## config.mk

```make
export PLATFORM = sky130hd
export DESIGN_NAME = tesw_status
export DESIGN_NICKNAME = d
export VERILOG_FILES = /design/src/hdl/tesw_pkg.sv /design/src/hdl/tesw_sync_if.sv /design/src/hdl/tesw_status.sv /design/src/hdl/tesw_sync.sv
export SDC_FILE = /design/constraint.sdc
export NUM_CORES = 1
export LEC_CHECK = 0
export ABC_AREA = 0
export BUFFER_PORTS_ARGS = -buffer_cell sky130_fd_sc_hd__buf_2
export CAP_MARGIN = 25
export CORE_AREA = 2 2 74 76
export CTS_CLUSTER_SIZE = 28
export DETAILED_ROUTE_END_ITERATION = 6
export DIE_AREA = 0 0 76 78
export PLACE_DENSITY = 0.7
export SYNTH_ARGS = -nofsm -noshare
export SYNTH_HDL_FRONTEND = slang
export SYNTH_SLANG_ARGS = --single-unit
```

## constraint.sdc

```tcl
create_clock -name clock_i -period 2.05 [get_ports clock_i]
set_clock_uncertainty 0.1 [all_clocks]
set_input_delay 0.41 -clock clock_i [delete_from_list [all_inputs] [get_ports clock_i]]
set_output_delay 0.41 -clock clock_i [all_outputs]
set_load 0.01 [all_outputs]
```

## src/hdl/tesw_pkg.sv

```systemverilog
// Package with constants and types for the tape extended status word block.
`default_nettype none
package tesw_pkg;
	localparam int TESW_WORD_W = 16;
	// Bit positions of the extended status word.
	localparam int TESW_B_TMARK = 15;
	localparam int TESW_B_SHORT = 14;
	localparam int TESW_B_LEOT = 13;
	localparam int TESW_B_LONG = 12;
	localparam int TESW_B_WLERR = 11;
	localparam int TESW_B_NEXEC = 10;
	localparam int TESW_B_ILCMD = 9;
	localparam int TESW_B_ILADR = 8;
	localparam int TESW_B_MOTION = 7;
	localparam int TESW_B_ONLINE = 6;
	localparam int TESW_B_IEECHO = 5;
	localparam int TESW_B_VCHECK = 4;
	localparam int TESW_B_ZERO = 3;
	localparam int TESW_B_WPROT = 2;
	localparam int TESW_B_LOADPT = 1;
	localparam int TESW_B_ENDSTR = 0;
	// Position of this word in the message buffer, counted from one.
	localparam logic [2:0] TESW_MSG_WORD_POS = 3'h4;
	localparam logic [2:0] TESW_MSG_WORD_IDX = 3'h3;
	localparam logic [15:0] TESW_WORD_RESET = 16'h0000;
	localparam logic [2:0] TESW_TC_NORMAL = 3'h0;
	localparam logic [2:0] TESW_TC_ATTENTION_EVENT = 3'h1;
	localparam logic [2:0] TESW_TC_REJECT = 3'h3;
	// Command classes decoded by the command fetch logic.
	typedef enum logic [2:0] {
		TESW_CMD_OTHER = 3'b000,
		TESW_CMD_READ = 3'b001,
		TESW_CMD_WRITE = 3'b010,
		TESW_CMD_SPACE = 3'b011,
		TESW_CMD_SKIP = 3'b100,
		TESW_CMD_WMARK = 3'b101,
		TESW_CMD_STATUS = 3'b110,
		TESW_CMD_INIT = 3'b111
	} tesw_cmd_t;
endpackage
`default_nettype wire

```

## src/hdl/tesw_sync_if.sv

```systemverilog
// Interface carrying synchronised transport status lines.
`default_nettype none
interface tesw_sync_if;
	logic online;
	logic power_ok;
	logic fmt_busy;
	logic rewinding;
	logic ring_absent;
	logic load_point;
	logic end_strip;
	logic tape_mark;
	modport src (output online, power_ok, fmt_busy, rewinding, ring_absent, load_point,
		end_strip, tape_mark);
	modport dst (input online, power_ok, fmt_busy, rewinding, ring_absent, load_point,
		end_strip, tape_mark);
endinterface
`default_nettype wire

```

## src/hdl/tesw_status.sv

```systemverilog
// Extended status word zero of the tape controller.
`default_nettype none
module tesw_status (
	// Clock and reset.
	input wire logic clock_i,
	input wire logic nrst_i,
	// Transport status lines, asynchronous to the clock.
	input wire logic xport_online_i,
	input wire logic xport_power_ok_i,
	input wire logic xport_fmt_busy_i,
	input wire logic xport_rewinding_i,
	input wire logic xport_ring_absent_i,
	input wire logic xport_load_point_i,
	input wire logic xport_end_strip_i,
	input wire logic xport_tape_mark_i,
	// Command issue from the command fetch logic.
	input wire logic cmd_valid_i,
	input wire tesw_pkg::tesw_cmd_t cmd_class_i,
	input wire logic cmd_reverse_i,
	input wire logic cmd_motion_i,
	input wire logic cmd_code_bad_i,
	input wire logic cmd_addr_odd_i,
	input wire logic cmd_ie_i,
	input wire logic cmd_clear_volume_check_bit_i,
	input wire logic cmd_set_chars_i,
	input wire logic cmd_double_mark_stop_enable_i,
	// Record events from the data path.
	input wire logic rec_short_i,
	input wire logic rec_long_i,
	input wire logic count_left_i,
	input wire logic preread_i,
	input wire logic rec_requested_i,
	input wire logic cmd_done_i,
	// Message buffer word request.
	input wire logic msg_rd_i,
	input wire logic [2:0] msg_idx_i,
	input wire logic attention_enable_i,
	// Outputs.
	output logic [15:0] extended_status_word0_o,
	output logic msg_valid_o,
	output logic cmd_reject_o,
	output logic [2:0] termination_class_o,
	output logic attention_event_o,
	output logic skip_stop_o
);
	import tesw_pkg::*;

	tesw_sync_if sync();

	logic tmark;
	logic short_record_flag;
	logic leot;
	logic long_record_flag;
	logic write_lock_error_flag;
	logic non_executable_flag;
	logic illegal_command_flag;
	logic illegal_address_flag;
	logic interrupt_enable_echo;
	logic volume_check_flag;
	logic end_strip_flag;
	logic double_mark_stop_enable;
	logic end_pending;
	logic online_prev;
	logic mark_prev;
	logic strip_prev;
	logic first_rec;
	logic cur_rev;
	logic [2:0] settle;
	logic settled;
	logic online_chg;
	tesw_cmd_t cur_cmd;
	logic mark_rise;
	logic in_skip;
	logic double_mark;
	logic reject;
	logic vck_set;
	logic [15:0] word;

	tesw_sync #(
		.WIDTH(8)
	) u_sync (
		.clock_i(clock_i),
		.nrst_i(nrst_i),
		.raw_i({xport_tape_mark_i, xport_end_strip_i, xport_load_point_i,
			xport_ring_absent_i, xport_rewinding_i, xport_fmt_busy_i,
			xport_power_ok_i, xport_online_i}),
		.sync(sync)
	);

	assign mark_rise = sync.tape_mark && !mark_prev;
	assign in_skip = (cur_cmd == TESW_CMD_SKIP);
	assign double_mark = mark_rise && first_rec;
	// off-line rejects all but status and initialize.
	assign reject = cmd_valid_i && (
		(!sync.online && cmd_class_i != TESW_CMD_STATUS && cmd_class_i != TESW_CMD_INIT) ||
		(cmd_reverse_i && sync.load_point) ||
		(cmd_motion_i && volume_check_flag) ||
		(cmd_class_i == TESW_CMD_WRITE && sync.ring_absent));
	// on-line change, ignored until the synchroniser holds real pin levels.
	assign online_chg = settled && (sync.online != online_prev);
	// volume check raised on off-line or power loss.
	assign vck_set = settled && ((!sync.online && online_prev) || !sync.power_ok);
	assign settled = settle[2];

	// The synchroniser resets to zero, so level changes seen before it refills are not real.
	always_ff @(posedge clock_i or negedge nrst_i) begin
		if (!nrst_i) begin
			settle <= '0;
		end else begin
			settle <= {settle[1:0], 1'b1};
		end
	end

	// Latches the active command and tracks tape mark edges.
	always_ff @(posedge clock_i or negedge nrst_i) begin
		if (!nrst_i) begin
			cur_cmd <= TESW_CMD_OTHER;
			cur_rev <= 1'b0;
			mark_prev <= 1'b0;
			online_prev <= 1'b0;
			strip_prev <= 1'b0;
		end else begin
			mark_prev <= sync.tape_mark;
			online_prev <= sync.online;
			strip_prev <= sync.end_strip;
			if (cmd_valid_i && !reject) begin
				cur_cmd <= cmd_class_i;
				cur_rev <= cmd_reverse_i;
			end else if (cmd_done_i) begin
				cur_cmd <= TESW_CMD_OTHER;
				cur_rev <= 1'b0;
			end
		end
	end

	// Remembers whether the last thing passed was a tape mark or the load point.
	// Only short or long records count as data; a record of exact length is not seen.
	always_ff @(posedge clock_i or negedge nrst_i) begin
		if (!nrst_i) begin
			first_rec <= 1'b0;
		end else if (sync.load_point || mark_rise) begin
			first_rec <= 1'b1;
		end else if (rec_short_i || rec_long_i) begin
			first_rec <= 1'b0;
		end
	end

	// mode latched by a write-characteristics command.
	always_ff @(posedge clock_i or negedge nrst_i) begin
		if (!nrst_i) begin
			double_mark_stop_enable <= 1'b0;
		end else if (cmd_valid_i && cmd_set_chars_i) begin
			double_mark_stop_enable <= cmd_double_mark_stop_enable_i;
		end
	end

	// Command-ending flags; new command clears them, events in the same cycle still set.
	always_ff @(posedge clock_i or negedge nrst_i) begin
		if (!nrst_i) begin
			tmark <= 1'b0;
			short_record_flag <= 1'b0;
			leot <= 1'b0;
			long_record_flag <= 1'b0;
		end else begin
			// tape mark during read, space, skip or mark write.
			tmark <= (tmark && !cmd_valid_i) || (mark_rise && (cur_cmd == TESW_CMD_READ ||
				cur_cmd == TESW_CMD_SPACE || in_skip || cur_cmd == TESW_CMD_WMARK));
			// short read, space or skip ended early.
			short_record_flag <= (short_record_flag && !cmd_valid_i) ||
				(cur_cmd == TESW_CMD_READ && rec_short_i) ||
				(cur_cmd == TESW_CMD_SPACE && count_left_i && (mark_rise || sync.load_point)) ||
				(in_skip && count_left_i && (sync.load_point ||
				(double_mark && double_mark_stop_enable)));
			// logical end only in skip. gated by the enabled mode.
			leot <= (leot && !cmd_valid_i) || (in_skip && double_mark && double_mark_stop_enable);
			long_record_flag <= (long_record_flag && !cmd_valid_i) ||
				(cur_cmd == TESW_CMD_READ && rec_long_i);
		end
	end

	// Issue-time checks, refreshed on every command.
	always_ff @(posedge clock_i or negedge nrst_i) begin
		if (!nrst_i) begin
			write_lock_error_flag <= 1'b0;
			non_executable_flag <= 1'b0;
			illegal_command_flag <= 1'b0;
			illegal_address_flag <= 1'b0;
			interrupt_enable_echo <= 1'b0;
			cmd_reject_o <= 1'b0;
		end else begin
			cmd_reject_o <= reject;
			if (cmd_valid_i) begin
				write_lock_error_flag <= (cmd_class_i == TESW_CMD_WRITE) && sync.ring_absent;
				// reverse at load point. volume check. off-line. write without ring.
				non_executable_flag <= reject;
				illegal_command_flag <= cmd_code_bad_i;
				illegal_address_flag <= cmd_addr_odd_i;
				interrupt_enable_echo <= cmd_ie_i;
			end
		end
	end

	// volume check set by hardware; set wins over host clear.
	always_ff @(posedge clock_i or negedge nrst_i) begin
		if (!nrst_i) begin
			volume_check_flag <= 1'b0;
		end else if (vck_set) begin
			volume_check_flag <= 1'b1;
		end else if (cmd_valid_i && cmd_clear_volume_check_bit_i) begin
			volume_check_flag <= 1'b0;
		end
	end

	// end strip flag held until a reverse crossing.
	always_ff @(posedge clock_i or negedge nrst_i) begin
		if (!nrst_i) begin
			end_strip_flag <= 1'b0;
			end_pending <= 1'b0;
		end else begin
			if (sync.end_strip && preread_i && !end_strip_flag) begin
				end_pending <= 1'b1;
			end else if (end_pending && rec_requested_i) begin
				end_pending <= 1'b0;
			end
			if ((sync.end_strip && !preread_i) || (end_pending && rec_requested_i)) begin
				end_strip_flag <= 1'b1;
			// Clears as the strip slides off the head under a reverse command.
			end else if (strip_prev && !sync.end_strip && cur_rev) begin
				end_strip_flag <= 1'b0;
			end
		end
	end

	// motion. on-line. zero bit. write protect. load point.
	always_comb begin
		word = TESW_WORD_RESET;
		word[TESW_B_TMARK] = tmark;
		word[TESW_B_SHORT] = short_record_flag;
		word[TESW_B_LEOT] = leot;
		word[TESW_B_LONG] = long_record_flag;
		word[TESW_B_WLERR] = write_lock_error_flag;
		word[TESW_B_NEXEC] = non_executable_flag;
		word[TESW_B_ILCMD] = illegal_command_flag;
		word[TESW_B_ILADR] = illegal_address_flag;
		word[TESW_B_MOTION] = sync.fmt_busy || sync.rewinding;
		word[TESW_B_ONLINE] = sync.online;
		word[TESW_B_IEECHO] = interrupt_enable_echo;
		word[TESW_B_VCHECK] = volume_check_flag;
		word[TESW_B_ZERO] = 1'b0;
		word[TESW_B_WPROT] = sync.ring_absent;
		word[TESW_B_LOADPT] = sync.load_point;
		word[TESW_B_ENDSTR] = end_strip_flag;
	end

	// word offered at the fourth message slot.
	always_ff @(posedge clock_i or negedge nrst_i) begin
		if (!nrst_i) begin
			extended_status_word0_o <= TESW_WORD_RESET;
			msg_valid_o <= 1'b0;
		end else begin
			msg_valid_o <= msg_rd_i && (msg_idx_i == TESW_MSG_WORD_IDX);
			if (msg_rd_i && msg_idx_i == TESW_MSG_WORD_IDX) begin
				extended_status_word0_o <= word;
			end
		end
	end

	// attention on on-line change. reject class 3.
	always_ff @(posedge clock_i or negedge nrst_i) begin
		if (!nrst_i) begin
			termination_class_o <= TESW_TC_NORMAL;
			attention_event_o <= 1'b0;
			skip_stop_o <= 1'b0;
		end else begin
			attention_event_o <= attention_enable_i && online_chg;
			skip_stop_o <= in_skip && double_mark && double_mark_stop_enable;
			if (reject) begin
				termination_class_o <= TESW_TC_REJECT;
			end else if (attention_enable_i && online_chg) begin
				termination_class_o <= TESW_TC_ATTENTION_EVENT;
			end else if (cmd_valid_i) begin
				termination_class_o <= TESW_TC_NORMAL;
			end
		end
	end

	a_zero_bit: assert property (@(posedge clock_i) disable iff (!nrst_i)
		!extended_status_word0_o[TESW_B_ZERO])
		else $error("Reserved status bit is not zero");

	a_offline_reject: assert property (@(posedge clock_i) disable iff (!nrst_i)
		cmd_valid_i && !sync.online && cmd_class_i == TESW_CMD_READ |=> non_executable_flag)
		else $error("Off-line command not flagged non-executable");

	a_wlock_pair: assert property (@(posedge clock_i) disable iff (!nrst_i)
		write_lock_error_flag |-> non_executable_flag)
		else $error("Write lock error without non-executable flag");

	a_reject_class: assert property (@(posedge clock_i) disable iff (!nrst_i)
		reject |=> termination_class_o == TESW_TC_REJECT && cmd_reject_o)
		else $error("Rejected command lacks class 3");

	a_leot_gate: assert property (@(posedge clock_i) disable iff (!nrst_i)
		$rose(leot) |-> $past(double_mark_stop_enable))
		else $error("Logical end set without enabled mode");

	a_vck_set: assert property (@(posedge clock_i) disable iff (!nrst_i)
		vck_set |=> volume_check_flag)
		else $error("Volume check not set on off-line");

	a_ie_echo: assert property (@(posedge clock_i) disable iff (!nrst_i)
		cmd_valid_i |=> interrupt_enable_echo == $past(cmd_ie_i))
		else $error("Interrupt enable echo wrong");

	a_msg_slot: assert property (@(posedge clock_i) disable iff (!nrst_i)
		msg_rd_i && msg_idx_i == TESW_MSG_WORD_IDX |=> msg_valid_o
		&& extended_status_word0_o == $past(word))
		else $error("Status word not delivered at fourth slot");
endmodule
`default_nettype wire

```

## src/hdl/tesw_sync.sv

```systemverilog
// Two-stage synchroniser for the transport status lines.
`default_nettype none
module tesw_sync #(
	parameter int WIDTH = 8
) (
	// Clock and reset.
	input wire logic clock_i,
	input wire logic nrst_i,
	// Raw transport lines.
	input wire logic [WIDTH-1:0] raw_i,
	// Synchronised lines.
	tesw_sync_if.src sync
);
	logic [WIDTH-1:0] stage1;
	logic [WIDTH-1:0] stage2;

	always_ff @(posedge clock_i or negedge nrst_i) begin
		if (!nrst_i) begin
			stage1 <= '0;
			stage2 <= '0;
		end else begin
			stage1 <= raw_i;
			stage2 <= stage1;
		end
	end

	assign sync.online = stage2[0];
	assign sync.power_ok = stage2[1];
	assign sync.fmt_busy = stage2[2];
	assign sync.rewinding = stage2[3];
	assign sync.ring_absent = stage2[4];
	assign sync.load_point = stage2[5];
	assign sync.end_strip = stage2[6];
	assign sync.tape_mark = stage2[7];
endmodule
`default_nettype wire

```

==> impl_results.md, run 1 <==
* Status: finished clean
* Post-synth design cell area at 2210 um^2
* Nets at 257
* Io pins at between 50 and 60
* Min-delay worst type: input pin to register
* CTS Buf Count at 9
* #FFs+latches synth at between 60 and 70
* Critical path launch point type: register
* Drc violations at 0
* GP Congestion at between 0.7 and 0.8
* Die W at 76 um
* Worst r2r dst: cur_rev
* Max Cap Violations at 0
* Total gr overflow at 0
* Unrepaired setup endpoints after global routing: no
* Number of global-route vias before repair at about 1400
* Worst-path clk slew at around 0.070 ns
* Post-synth EDFFs at 0
* Post-layout minimum cycle time at around 1.7 ns
* Synth Warn # at 0
* Die ar. at about 5900 um^2
* Flop-to-flop setup slack at between 0.3 and 0.4 ns
* Data arrival time of the worst path at around 1.9 ns
* Syn Inst Count at 160
* Number of setup buffers added after CTS at 0
* Hold Crit Depth at 1
* CP Data Required Time at 2.16 ns
* Design Area, Final at around 2700 um^2
* # clock sinks at 61
* Max clock buf depth at 2
* Cell Rows at 26
* PortBufs at between 50 and 60
* Chip Height at a little under 80 um
* DRT Pass-1 Iters at 4
* TNS Setup at 0 ns
* Worst Hold Endpoint: u_sync.stage1[7]
* Power per Cell Area at between 900 and 1000 nW/um^2
* Cts repair resizes at 0
* DP Wirelength at roughly 2600 um
* Unique cell type count in the Yosys netlist at 33
* Total Routing Usage GR at between 10 and 15%
* Final ANT Viol Nets at 0
* Initial core utilization at about 44%
* RR Startpoint: u_sync.stage2[5]
* Hold Buf Count CTS at 1
* Synth Flop Type: dfrtp_1
* Final WS setup at around 0.30 ns
* CTS Root Cell: clkbuf_8
* Final setup vio count at 0
* CORE AREA at just over 5000 um^2
* Setup WS pre-CTS at roughly 0.17 ns
* Hold WS at just over 0.08 ns
* Drt wl/cell at approximately 13 um
* Layout cells sized above 1 at 41.2%
* Min-delay src: xport_tape_mark_i
* Static Leak at roughly 1.3 nW
* Worst-path maximum fanout at 6
* Post-synthesis sequential area ratio at roughly 69%
* Fraction of registers with async set/reset at 100%
* Pin count of the biggest net entering global routing at between 60 and 70
* Crit Path Class: register to register
* Final Hold Fails at 0
* Fin. max-slew vios at 0
* FMAX at 572 MHz
* Initial drt markers at 40
* CTS H-tree lvls at 3
* Endpoint type of the worst setup path: register
* Via/cell ratio at ~4.6
* Power Total at 0.00262 W
* Tcrit/Tclk final at a little under nine tenths
* Reg2reg path depth at 3
* DR vias at around 1400
* Initial antenna violation count at 0
* Global-route wire length before repair at between 6000 and 7000 um
* CTS tree: built
* Avg Inst Size Synth at roughly 14 um^2
* Area Growth Syn to Fin at 24.0%
* Fillcell total at around 450
* Routed wire length at approximately 3900 um
* Ant. Diodes at 0
* Placed Area at 2560 um^2
* Worst-Skew Late Latency at 0.33 ns
* Worst VDD drop at approximately 0.58 mV
==> layout make-up <==
cell class	instances	area (um^2)	share of cell area (%)
Clock buffer	9	124	4.52
Clock inverter	7	42.5	1.55
Inverter	8	30.0	1.10
Multi-Input combinational cell	86	621	22.6
Sequential cell	61	1530	55.7
Tap cell	70	87.6	3.19
Timing Repair Buffer	57	310	11.3
==> worst max path at each step <==
stage	from	to	slack, ns	depth (start not counted)
3_5_place_dp	cmd_class_i[0]	cur_cmd[0]	0.17	4
5_1_grt	u_sync.stage2[5]	cur_rev	0.26	3
3_3_place_gp	cmd_class_i[0]	cur_cmd[2]	0.19	4
2_1_floorplan	cmd_class_i[0]	cur_cmd[0]	0.27	4
4_1_cts	u_sync.stage2[5]	cur_rev	0.29	3
6_report	u_sync.stage2[5]	cur_rev	0.30	3
==> cell families (layout without fill, tap and decap cells) <==
family,after synthesis,in the layout,share of synthesized area (%)
DFF,61,61,69.0
and+or+nand+nor,40,40,10.3
AOI/OAI and AO/OA,24,24,6.85
muxes,18,18,9.85
buffers and inverters,14,81,3.06
other,2,3,0.340
adders and majority gates,1,1,0.566
==> flip-flops by register name, indices dropped and copies added (netlist names), 2 cells and up <==
register / flops
cur_cmd: 3
extended_status_word0_o: 15
settle: 3
termination_class_o: 2
u_sync.stage1: 8
u_sync.stage2: 8
==> layout by cell type (no fill, tap or decap), types with 2 or more instances in the layout <==
cell,instances
mux2_2,14
clkinv_2,4
buf_4,2
clkbuf_8,9
a21oi_1,4
dfrtp_1,61
nor2_1,4
o21bai_1,2
buf_2,53
clkinvlp_4,3
nor3b_1,2
inv_1,8
nor2b_1,6
nand2b_1,3
a22o_1,2
conb_1,3
mux2_4,4
o21ai_0,10
nand2_1,16
==> critical path, cell delays in order, from the launching register on <==
cell     delay, ns
dfrtp_1       0.40
a22o_1        0.25
or4b_4        0.56
mux2_4        0.32
==> per-stage QoR <==
stage / utilization, % / instances
4_1_cts: 54.4 / 298
6_report: 54.4 / 298
5_1_grt: 54.4 / 298
2_1_floorplan: - / 161
3_5_place_dp: 50.9 / 281
3_3_place_gp: 50.9 / 281
==> power breakdown <==
part	total, W	switching [W]	internal, W
clock network	0.000889	0.000461	0.000428
logic	0.000328	0.000159	0.000170
registers	0.00140	0.0000675	0.00133
==> per-layer routing <==
| layer | global-route usage (%) | share of wire (%) | vias up |
|---|---|---|---|
| met2 | 22.1 | 48 | 45 |
| met4 | 7.64 | 0.97 | 0 |
| met5 | 0 | 0 | - |
| met1 | 18.8 | 46 | 659 |
| met3 | 4.42 | 5.3 | 4 |
| li1 | - | - | 659 |
==> synthesized netlist by cell type (3+ instances only) <==
library cell  number  area share (%)
o21ai_0           10             2.3
mux2_4             4             2.7
dfrtp_1           61              69
nor2b_1            6             1.7
nand2b_1           3            0.85
inv_1              8             1.4
a21oi_1            4            0.91
mux2_2            14             7.1
nand2_1           16             2.7
clkbuf_1           3            0.51
nor2_1             4            0.68
No activity file was read; power rests on OpenSTA's default activity.
==> inputs of run 2 (changes only) <==
--- a/config.mk
+++ b/config.mk
@@ -12,6 +12,7 @@
 export CTS_CLUSTER_SIZE = 28
 export DETAILED_ROUTE_END_ITERATION = 6
 export DIE_AREA = 0 0 76 78
+export GPL_TIMING_DRIVEN = 0
 export PLACE_DENSITY = 0.7
 export SYNTH_ARGS = -nofsm -noshare
 export SYNTH_HDL_FRONTEND = slang
==> run 2 against run 1 <==
Against the previous run:
- final cell count up 1.3%
- largest cell class unchanged
- total power up 16%
- maximum frequency down 2.8%
- critical endpoint is now cur_cmd[0]
==> impl_results.md, run 2 (synthesis results as in run 1) <==
* Global-route wire length before repair at roughly 6700 um
* Switching share of power at between 20 and 25%
* Final Hold Fails at 0
* Total gr overflow at 0
* Initial drt markers at 73
* Critical path launch point type: register
* Layout cells sized above 1 at 40.9%
* Initial antenna violation count at 0
* Cell Rows at 26
* Nets at between 200 and 300
* GP Congestion at about 0.77
* Status: finished clean
* CTS Root Cell: clkbuf_8
* Power Internal at between 0.002 and 0.0025 W
* CP max-delay cell: or4b_4
* Tcrit/Tclk final at between 80% and 90%
* Max Cap Violations at 0
* Ant. Diodes at 0
* Commonest non-fill, non-tap cell in the layout: dfrtp_1
* DP Wirelength at about 2800 um
* Chip Height at ~78 um
* Initial core utilization at about 44%
* Static Leak at 1.40 nW
* Worst-Skew Late Latency at ~0.33 ns
* CTS Buf Count at 9
* Met3 Routed Length at ~340 um
* Clock Power Share at between 40% and 50%
* Worst-path clk slew at 0.07 ns
* Total Routing Usage GR at around 15%
* CTS tree: built
* DR top layer: met4
* CORE AREA at 5040 um^2
* Worst-Margin Slew at 0.535 ns
* Number of global-route vias before repair at approximately 1500
* Crit path largest cell delay at between 0.4 and 0.5 ns
* Drt wl/cell at 13.0 um
* TNS Setup at 0 ns
* Most frequent cells in the layout: 61 x dfrtp_1, 53 x buf_2, 16 x nand2_1, 14 x mux2_2
* Reg2reg path depth at 4
* PortBufs at 53
* Max FFs per register at 15
* Metal2 WL at roughly 1900 um
* # clock sinks at 61
* Power per Cell Area at roughly 1100 nW/um^2
* Fin. max-slew vios at 0
* DR vias at around 1400
* Comb power frac at approximately 11%
* Drc violations at 0
* Number of setup buffers added after CTS at 0
* Cts repair resizes at 0
* CTS H-tree lvls at 3
* Final ANT Viol Nets at 0
* Worst VDD drop at approximately 0.82 mV
* Worst-path maximum fanout at 6
* Max clock buf depth at 2
* Slew HR at approximately 64%
* Unrepaired setup endpoints after global routing: no
* Met1 WL at between 1500 and 2000 um
* Hold Buf Count CTS at 1
* Via/cell ratio at 4.52
* Most flop-heavy register: extended_status_word0_o
* Routed wire length at ~4000 um
* Die W at about 76 um
* Crit-path cells: a22o_1 > or4b_4 > buf_6 > mux2_4
* Min-delay worst type: input pin to register
* Pin count of the biggest net entering global routing at 43
* CP Data Required Time at 2.17 ns
* Final setup vio count at 0
* Crit Path Class: register to register
* Sequential power share at between 40 and 50%
* Io pins at 56
* FMAX at ~560 MHz
* Top flop regs: extended_status_word0_o x15, u_sync.stage1 x8, u_sync.stage2 x8
* Hold Crit Depth at 1
* Data arrival time of the worst path at 1.92 ns
* Power Total at 0.00303 W
* Area Growth Syn to Fin at 28.7%
* Psw at 0.000682 W
* DRT Pass-1 Iters at 4
* Endpoint type of the worst setup path: register
* Die ar. at just under 6000 um^2
* Post-layout minimum cycle time at 1.80 ns
-- run 2: power by group through the flow --
stage	registers, W	logic (W)	clock network [W]
after floorplan	0.00144	0.000144	0
after detailed placement	0.00142	0.000340	0
after global routing	0.00142	0.000374	0.00138
after global placement	0.00142	0.000326	0
final	0.00140	0.000334	0.00129
after CTS	0.00140	0.000343	0.00133
-- run 2: per-stage QoR --
step,std cells,utilization [%],worst slack (ns),cell area (um^2),hold slack (ns)
floorplan,161,-,0.274,2210,0.0144
global placement,284,50.9,0.124,2570,0.233
detailed placement,285,51.3,0.123,2590,0.235
CTS,302,56.4,0.246,2850,0.0561
global route,302,56.4,0.208,2850,0.0509
finish,302,56.4,0.251,2850,0.0791
-- run 2: cell type report --
| class | instances | area [um^2] |
|---|---|---|
| Timing Repair Buffer | 55 | 295 |
| Sequential cell | 61 | 1530 |
| Clock inverter | 6 | 110 |
| Tap cell | 70 | 87.6 |
| Multi-Input combinational cell | 86 | 621 |
| Inverter | 8 | 30.0 |
| Fill cell | 436 | 2200 |
| Clock buffer | 10 | 138 |
| Buffer | 6 | 37.5 |
-- run 2: final timing paths --
| check | from | end | slack [ns] |
|---|---|---|---|
| min | xport_end_strip_i | u_sync.stage1[6] | 0.08 |
| min reg2reg | u_sync.stage1[4] | u_sync.stage2[4] | 0.25 |
| max in group asynchronous | nrst_i | u_sync.stage2[3] | 0.82 |
| max | u_sync.stage2[5] | cur_cmd[0] | 0.25 |
| min in group asynchronous | nrst_i | cur_cmd[2] | 0.47 |
| max reg2reg | u_sync.stage2[5] | cur_cmd[0] | 0.25 |
-- run 2: per-layer routing --
layer	vias up	track usage, %
li1	666	-
met1	642	17.5
met2	50	24.0
met3	6	7.91
met4	0	5.45
met5	-	0
-- run 2: critical path: cells and delay by family (launching register included) --
family,cells,cell delay [ns]
mux,1,0.29
flops,1,0.41
compound gates,1,0.25
simple gates,1,0.48
buf+inv,1,0.15
